==> config.mk <==
export PLATFORM = sky130hd
export DESIGN_NAME = acr_regs
export DESIGN_NICKNAME = d
export VERILOG_FILES = /design/src/acr_sync.v /design/src/acr_edge.v /design/src/acr_regs.v
export VERILOG_INCLUDE_DIRS = /design/src
export SDC_FILE = /design/constraint.sdc
export NUM_CORES = 1
export LEC_CHECK = 0
export BUFFER_PORTS_ARGS = -buffer_cell sky130_fd_sc_hd__buf_2
export CELL_PAD_IN_SITES_DETAIL_PLACEMENT = 1
export CELL_PAD_IN_SITES_GLOBAL_PLACEMENT = 1
export CORE_UTILIZATION = 33
export CTS_CLUSTER_DIAMETER = 120
export DETAILED_ROUTE_END_ITERATION = 16
export GPL_TIMING_DRIVEN = 0
export HOLD_SLACK_MARGIN = 0.06
export PLACE_DENSITY_LB_ADDON = 0.1
export SYNTH_ARGS = -nofsm -noshare
export SYNTH_HDL_FRONTEND = slang
export SYNTH_SLANG_ARGS = --single-unit
==> constraint.sdc <==
create_clock -name core_clk -period 5.5 [get_ports core_clk]
set_clock_uncertainty 0.15 [all_clocks]
set_input_delay 1.1 -clock core_clk [delete_from_list [all_inputs] [get_ports core_clk]]
set_output_delay 1.1 -clock core_clk [all_outputs]
set_load 0.005 [all_outputs]
==> src/acr_consts.vh <==
// Constants for the comparator control register bank.
// Assumes inclusion by bare name from the design files.
`ifndef ACR_CONSTS_VH
`define ACR_CONSTS_VH

// ---------------------------------------------------------------
// Register indices (byte map) and APB byte addresses
// ---------------------------------------------------------------
`define ACR_IDX_CTRL      8'h00
`define ACR_IDX_MUX       8'h02
`define ACR_IDX_INTEN     8'h06
`define ACR_IDX_STATUS    8'h07
`define ACR_IDX_IRQMASK   8'h08
`define ACR_ADDR_CTRL     12'h000
`define ACR_ADDR_MUX      12'h008
`define ACR_ADDR_INTEN    12'h018
`define ACR_ADDR_STATUS   12'h01c
`define ACR_ADDR_IRQMASK  12'h020

// ---------------------------------------------------------------
// Field positions
// ---------------------------------------------------------------
`define ACR_CTRL_STBYRUN  7
`define ACR_CTRL_PADEN    6
`define ACR_CTRL_EDGE_HI  5
`define ACR_CTRL_EDGE_LO  4
`define ACR_CTRL_HYS_HI   2
`define ACR_CTRL_HYS_LO   1
`define ACR_CTRL_ENABLE   0
`define ACR_MUX_INVERT    7
`define ACR_MUX_POS       3
`define ACR_MUX_NEG_HI    1
`define ACR_MUX_NEG_LO    0
`define ACR_STAT_STATE    4
`define ACR_STAT_FLAG     0

// Writable bit masks; everything else reads as zero
`define ACR_CTRL_WMASK    8'hf7
`define ACR_MUX_WMASK     8'h83
`define ACR_INTEN_WMASK   8'h01
`define ACR_RESET_VALUE   8'h00

// ---------------------------------------------------------------
// Encodings
// ---------------------------------------------------------------
`define ACR_EDGE_ANY      2'h0
`define ACR_EDGE_FALL     2'h2
`define ACR_EDGE_RISE     2'h3
`define ACR_NEG_PIN0      2'h0
`define ACR_NEG_VREF      2'h2
`define ACR_POS_PIN0      1'h0

// Synchroniser depth giving a three-cycle state lag
`define ACR_SYNC_STAGES   3
// Pad and event path synchroniser depth
`define ACR_PAD_SYNC_STAGES 2

`endif

==> src/acr_sync.v <==
// Level synchroniser for the asynchronous comparator output.
// Assumes a single clock; first stage is read only by the second.
`timescale 1ns/1ps
`default_nettype none
module acr_sync #(
    parameter STAGES = 3
) (
    // Clock and control
    input  wire clk,
    input  wire reset,
    input  wire ce,
    // Data
    input  wire asyncIn,
    output wire syncOut
);
    reg [STAGES-1:0] chain;

    always @(posedge clk)
    begin
        if (reset)
            chain <= {STAGES{1'b0}};
        else if (ce)
            chain <= {chain[STAGES-2:0], asyncIn};
    end

    assign syncOut = chain[STAGES-1];
endmodule // acr_sync
`default_nettype wire

==> src/acr_edge.v <==
// Edge detector choosing which transitions raise the interrupt event.
// Assumes its input is already synchronous to the clock.
`timescale 1ns/1ps
`include "acr_consts.vh"
`default_nettype none
module acr_edge (
    // Clock and control
    input  wire       clk,
    input  wire       reset,
    input  wire       ce,
    input  wire       armed,
    // Data
    input  wire       level,
    input  wire [1:0] edgeSelect,
    output wire       hit
);
    reg  last;
    reg  lastValid;
    wire rise;
    wire fall;

    always @(posedge clk)
    begin
        if (reset)
        begin
            last      <= 1'b0;
            lastValid <= 1'b0;
        end
        else if (ce)
        begin
            last      <= level;
            lastValid <= armed;
        end
    end

    assign rise = armed & lastValid & level & ~last;
    assign fall = armed & lastValid & ~level & last;
    assign hit  = (edgeSelect == `ACR_EDGE_ANY)  ? (rise | fall) :
                  (edgeSelect == `ACR_EDGE_FALL) ? fall :
                  (edgeSelect == `ACR_EDGE_RISE) ? rise : 1'b0;
endmodule // acr_edge
`default_nettype wire

==> src/acr_regs.v <==
// Comparator control and status register bank with APB slave.
// Assumes the analog core, pad and event routing sit outside; the
// core output arrives asynchronously and is synchronised here.
`timescale 1ns/1ps
`include "acr_consts.vh"
`default_nettype none

// Operation
// - Standby-run set keeps the comparator running in standby sleep.
// - Standby-run clear halts the whole comparator in standby sleep.
// - Clock stopped in standby: no status update, no flag raised.
// - Pad-output enable routes comparator output to its pin.
// - Edge select picks both, falling or rising edges for the flag.
// - Hysteresis field drives the analog hysteresis setting.
// - Enable bit turns the comparator on; zero keeps it off.
// - Invert bit inverts output for every consumer.
// - Positive select zero picks positive pin zero; one reserved.
// - Negative select picks pin zero or internal reference.
// - Interrupt enable bit gates the comparator request.
// - State bit shows synchronised output, three cycles late.
// - Writing one clears the flag; writing zero leaves it.
// - Request high while flag, enable bit and irqMask bit 0 are set, until cleared.
// - Enabled comparator output goes out as asynchronous event; here registered on core_clk after the two-stage synchroniser.
// - Power-down sleep disables comparator and pad output.
// - Stopped-clock standby: event and pad still follow output.
module acr_regs (
    // Clock and control
    input  wire        core_clk,
    input  wire        reset,
    input  wire        clkEnable,
    // APB slave
    input  wire        psel,
    input  wire        penable,
    input  wire        pwrite,
    input  wire [11:0] paddr,
    input  wire [31:0] pwdata,
    output reg  [31:0] prdata,
    output reg         pready,
    output reg         pslverr,
    // Sleep state from power manager
    input  wire        standbySleep,
    input  wire        powerDownSleep,
    input  wire        perClockStopped,
    // Analog core
    input  wire        compRaw,
    output reg         compEnable,
    output reg  [1:0]  hysteresisSelect,
    output reg         positiveInputSelect,
    output reg  [1:0]  negativeInputSelect,
    // Pad, event and interrupt
    output reg         padOut,
    output reg         padOutEnable,
    output reg         eventOut,
    output reg         irq
);
    // -----------------------------------------------------------
    // Register state
    // -----------------------------------------------------------
    reg  [7:0] comparatorControl;
    reg  [7:0] inputSelectControl;
    reg  [7:0] interruptEnable;
    reg  [7:0] irqMask;
    reg        flag;
    reg  [7:0] rdata;
    reg        next_flag;
    reg  [7:0] next_ctrl;
    reg  [7:0] next_mux;
    reg  [7:0] next_inten;
    reg  [7:0] next_mask;

    wire       stbyRun   = comparatorControl[`ACR_CTRL_STBYRUN];
    wire       enableBit = comparatorControl[`ACR_CTRL_ENABLE];
    wire       invertBit = inputSelectControl[`ACR_MUX_INVERT];
    wire [1:0] edgeSel   = comparatorControl[`ACR_CTRL_EDGE_HI:
                                             `ACR_CTRL_EDGE_LO];

    // -----------------------------------------------------------
    // Operating condition
    // -----------------------------------------------------------
    // Comparator runs when enabled, not powered down, and standby
    // either absent or allowed.
    wire running = enableBit & ~powerDownSleep
                 & (~standbySleep | stbyRun);
    // Status logic halted while the peripheral clock is stopped in standby.
    wire statusLive = clkEnable & ~(standbySleep & perClockStopped);

    // -----------------------------------------------------------
    // APB decode
    // -----------------------------------------------------------
    wire access   = psel & penable;
    wire doWrite  = access & pwrite & pready;
    wire hitCtrl  = (paddr == `ACR_ADDR_CTRL);
    wire hitMux   = (paddr == `ACR_ADDR_MUX);
    wire hitInten = (paddr == `ACR_ADDR_INTEN);
    wire hitStat  = (paddr == `ACR_ADDR_STATUS);
    wire hitMask  = (paddr == `ACR_ADDR_IRQMASK);
    wire mapped   = hitCtrl | hitMux | hitInten | hitStat | hitMask;

    function [7:0] wmask;
        input [7:0] value;
        input [7:0] mask;
        begin
            wmask = value & mask;
        end
    endfunction

    // -----------------------------------------------------------
    // Synchronise and condition the comparator output
    // -----------------------------------------------------------
    wire compSyncRaw;
    wire compSync;
    wire padSyncRaw;
    wire padLevel;

    acr_sync #(
        .STAGES  (`ACR_SYNC_STAGES)
    ) uSync (
        .clk     (core_clk),
        .reset   (reset),
        .ce      (statusLive),
        .asyncIn (compRaw),
        .syncOut (compSyncRaw)
    );

    // Inversion after the flops: no logic reads the raw pin
    assign compSync = compSyncRaw ^ invertBit;

    // Pad and event path keeps running while status is frozen
    acr_sync #(
        .STAGES  (`ACR_PAD_SYNC_STAGES)
    ) uPadSync (
        .clk     (core_clk),
        .reset   (reset),
        .ce      (clkEnable),
        .asyncIn (compRaw),
        .syncOut (padSyncRaw)
    );

    assign padLevel = padSyncRaw ^ invertBit;

    wire edgeHit;

    acr_edge uEdge (
        .clk        (core_clk),
        .reset      (reset),
        .ce         (statusLive),
        .armed      (running),
        .level      (compSync),
        .edgeSelect (edgeSel),
        .hit        (edgeHit)
    );

    // -----------------------------------------------------------
    // Next-state logic
    // -----------------------------------------------------------
    always @*
    begin
        next_ctrl = comparatorControl;
        next_mux  = inputSelectControl;
        next_flag = flag;
        next_inten = interruptEnable;
        next_mask  = irqMask;
        if (doWrite && hitInten)
            next_inten = wmask(pwdata[7:0], `ACR_INTEN_WMASK);
        if (doWrite && hitMask)
            next_mask = wmask(pwdata[7:0], `ACR_INTEN_WMASK);
        if (doWrite && hitCtrl)
            next_ctrl = wmask(pwdata[7:0], `ACR_CTRL_WMASK);
        if (doWrite && hitMux)
            next_mux = wmask(pwdata[7:0], `ACR_MUX_WMASK);
        if (doWrite && hitStat && pwdata[`ACR_STAT_FLAG])
            next_flag = 1'b0;
        // Set wins over a simultaneous clear
        if (edgeHit && statusLive)
            next_flag = 1'b1;
    end

    always @*
    begin
        rdata = 8'h00;
        if (hitCtrl)
            rdata = comparatorControl;
        else if (hitMux)
            rdata = inputSelectControl;
        else if (hitInten)
            rdata = interruptEnable;
        else if (hitStat)
            rdata = {3'h0, compSync, 3'h0, flag};
        else if (hitMask)
            rdata = irqMask;
    end

    // -----------------------------------------------------------
    // Registers and APB answer
    // -----------------------------------------------------------
    always @(posedge core_clk)
    begin
        if (reset)
        begin
            comparatorControl  <= `ACR_RESET_VALUE;
            inputSelectControl <= `ACR_RESET_VALUE;
            interruptEnable    <= `ACR_RESET_VALUE;
            irqMask            <= `ACR_RESET_VALUE;
            flag               <= 1'b0;
            prdata             <= 32'h0000_0000;
            pready             <= 1'b0;
            pslverr            <= 1'b0;
        end
        else if (clkEnable)
        begin
            comparatorControl  <= next_ctrl;
            inputSelectControl <= next_mux;
            flag               <= next_flag;
            interruptEnable    <= next_inten;
            irqMask            <= next_mask;
            // One wait state: ready in the second access cycle
            pready  <= access & ~pready;
            pslverr <= access & ~pready & ~mapped;
            if (access && !pready && !pwrite)
                prdata <= {24'h00_0000, rdata};
        end
    end

    // -----------------------------------------------------------
    // Outputs to core, pad, event system and interrupt
    // -----------------------------------------------------------
    // These are registered on core_clk while clkEnable is high, so during a
    // stopped-clock standby they keep updating: pad and event follow the short
    // synchroniser, while no edge sets the flag, so irq moves only on APB writes.
    always @(posedge core_clk)
    begin
        if (reset)
        begin
            compEnable          <= 1'b0;
            hysteresisSelect    <= 2'h0;
            positiveInputSelect <= `ACR_POS_PIN0;
            negativeInputSelect <= `ACR_NEG_PIN0;
            padOut              <= 1'b0;
            padOutEnable        <= 1'b0;
            eventOut            <= 1'b0;
            irq                 <= 1'b0;
        end
        else if (clkEnable)
        begin
            compEnable       <= running;
            hysteresisSelect <= next_ctrl[`ACR_CTRL_HYS_HI:
                                          `ACR_CTRL_HYS_LO];
            positiveInputSelect <= next_mux[`ACR_MUX_POS];
            negativeInputSelect <= next_mux[`ACR_MUX_NEG_HI:
                                            `ACR_MUX_NEG_LO];
            padOutEnable <= running
                          & comparatorControl[`ACR_CTRL_PADEN];
            // Short synchroniser, not frozen by a stopped status clock
            padOut   <= running & padLevel;
            eventOut <= running & padLevel;
            irq      <= next_flag & next_inten[0]
                      & next_mask[0];
        end
    end
endmodule // acr_regs
`default_nettype wire

==> results.yml <==
outcome:
  outcome: "finished, final reports clean"
yosys:
  yosysWarnings: 0
  yosysTopAreaCell: "dfxtp_1"
  syn_area_per_cell_um2: 8.65
  synth_area_leaders: "dfxtp_1 (37%), buf_4 (13%), mux2i_1 (10%), nor2_1 (6.6%), a21oi_1 (3.4%)"
  synth-edff-count: 0
  ys.flop_type: "dfxtp_1"
  synth_top_area_share_pct: 37.2
  synthCells: 205
  async_flop_share_pct: 0
  ys_seq_elements: 33
  seq_area_frac_synth_pct: 37.2
  synthesis.area_um2: 1770
  ys_types: 41
finish:
  layout_common_cells: "buf_2 (45), dfxtp_1 (33), nor2_1 (31), buf_4 (31), conb_1 (26)"
  antenna_cells: 0
  final_area_um2: 2270
  drive_gt1_share_pct: 33.1
  area_delta_synth_final_pct: 28.1
  nets: 334
  final_common_cell: "buf_2"
power_and_ir_drop:
  ir_drop_mv: 0.132
  leakagePower_nw: 1.03
  cellPowerDensity_nw_per_um2: 223
sta:
  post-route-period-util_pct: 45.3
  hold_viol_final: 0
  rsz0062_at_grt: "no"
  fin_setup_tns_ns: 0
  fmax_mhz: 402
  relSlewSlack_pct: 60.0
  worstMarginPinSlew_ns: 0.600
  min_period_ns: 2.49
  final_max_slew_viol_count: 0
  setup_viol: 0
detailed_routing:
  dr.pass1.iters: 4
  drtAntennaViolNets: 0
  dr_total_vias: 1568
  wl_um: 4390
  drc: 0
  drt_iter0_drc: 42
  wl_per_cell_um: 12.5
  vias_per_cell: 4.47
critical_path:
  worstSetupStartpoint: "paddr[9]"
  cp-start-kind: "input pin"
  cp-end-kind: "flip-flop"
  required_ns: 5.51
  timing.critical_path.to: "comparatorControl[0]"
  arrival_ns: 2.50
  critPathMaxFanout: 7
  reg2reg_slack_ns: 3.70
  crit_type: "in2reg"
  r2r_end: "comparatorControl[0]"
  rr_worst_depth: 5
  r2r_start: "pready"
placed_design:
  port_buffers: 43
  finalWeightedCongestion: 0.830
  place_area_um2: 2170
  hpwl_um: 3420
global_route:
  grt_max_degree: 11
  antenna_found_initial: 0
  grt_pass1_vias: 1422
  grt_pass1_wl_um: 6960
  overflow: 0
  grt_use_total_pct: 16.8
clock_tree:
  path_clk_slew_ns: 0.07
  insertion_delay_ns: 0.29
  tritoncts: "done"
  cts.sinks: 33
  cts_buffer_depth: 2
  cts_made_buffers: 5
  cts_hold_buffers: 0
  post_cts_resized: 0
  cts_max_level: 2
  ctsRootBufferMaster: "clkbuf_8"
  postCtsSetupBuffers: 0
floorplan:
  rows: 26
  start_util_pct: 34.5
  core_area_um2: 5140
  dieArea_um2: 5670
  fp.dieW_um: 75.3
  ios: 98
  die_h_um: 75.3
worst_hold_path:
  hold_class: "reg2reg"
flow_run:
  cap_violations: 0
[worst max-delay path, cell delays in order]
cell,delay (ns)
buf_2,0.11
nor4_4,0.34
nand3_2,0.20
nor3_4,0.45
mux2i_1,0.25
nor2_1,0.05
[metrics by stage]
stage                     utilization [%]  hold slack (ns)  total power (W)  instances  worst slack [ns]
after global routing                 44.2            0.327         0.000531        351              2.82
after floorplan                         -            0.298         0.000286        230              2.99
after global placement               42.2            0.294         0.000307        343              2.69
final                                44.2            0.303         0.000507        351              3.01
after CTS                            44.2            0.304         0.000514        351              2.99
after detailed placement             42.2            0.294         0.000307        343              2.68
[cell families after synthesis]
group                     Yosys count  share of synthesized area [%]
muxes                              21                           12.1
AOI/OAI and AO/OA                  28                           10.4
DFF                                33                           37.2
and+or+nand+nor                    76                           22.8
xor gates and xnor gates            3                           1.48
buffers and inverters              43                           15.8
other                               1                          0.211
[routing by layer]
metal / vias to the layer above / GRT usage (%) / wire [um]
met3: 3 / 4.76 / 224
met1: 728 / 21.7 / 2080
met4: 0 / 4.94 / 32
met2: 41 / 27.6 / 2050
met5: - / 0 / 0
li1: 796 / - / -
[synthesized netlist by cell type, types with 2 or more instances]
library cell,count
a211oi_1,3
a21oi_1,12
a22oi_1,4
buf_2,2
buf_4,31
clkbuf_1,5
dfxtp_1,33
inv_1,4
mux2_1,3
mux2i_1,18
nand2_1,16
nand2b_1,2
nand3_1,6
nor2_1,31
nor3_1,6
o21ai_0,2
o41ai_1,2
xor2_1,2
[final cells by class]
cell class / instances / area [um^2]
Clock inverter: 1 / 5.00
Sequential cell: 33 / 661
Tap cell: 70 / 87.6
Buffer: 38 / 262
Fill cell: 678 / 2870
Inverter: 5 / 18.8
Timing Repair Buffer: 43 / 215
Multi-Input combinational cell: 154 / 927
Clock buffer: 7 / 96.3
[sequential cells by signal (all words and copies together), names as in the netlist, 2 cells and up]
register and flops:
comparatorControl 7, prdata 7, inputSelectControl 3, uSync.chain 3, uPadSync.chain 2
[power by group]
part | total (W) | switching, W | internal, W
Clock | 0.000205 | 0.0000919 | 0.000113
Sequential | 0.000244 | 0.00000195 | 0.000242
Combinational | 0.0000584 | 0.0000312 | 0.0000272
Total | 0.000507 | 0.000125 | 0.000382
[worst min-delay path by stage]
| stage | start | end | depth (start not counted) |
|---|---|---|---|
| 2_1_floorplan | prdata[1] | prdata[1] | 2 |
| 3_3_place_gp | prdata[1] | prdata[1] | 2 |
| 3_5_place_dp | prdata[1] | prdata[1] | 2 |
| 4_1_cts | prdata[1] | prdata[1] | 2 |
| 5_1_grt | prdata[7] | prdata[7] | 2 |
| 6_report | prdata[5] | prdata[5] | 2 |
(Power assumes the default switching activity.)
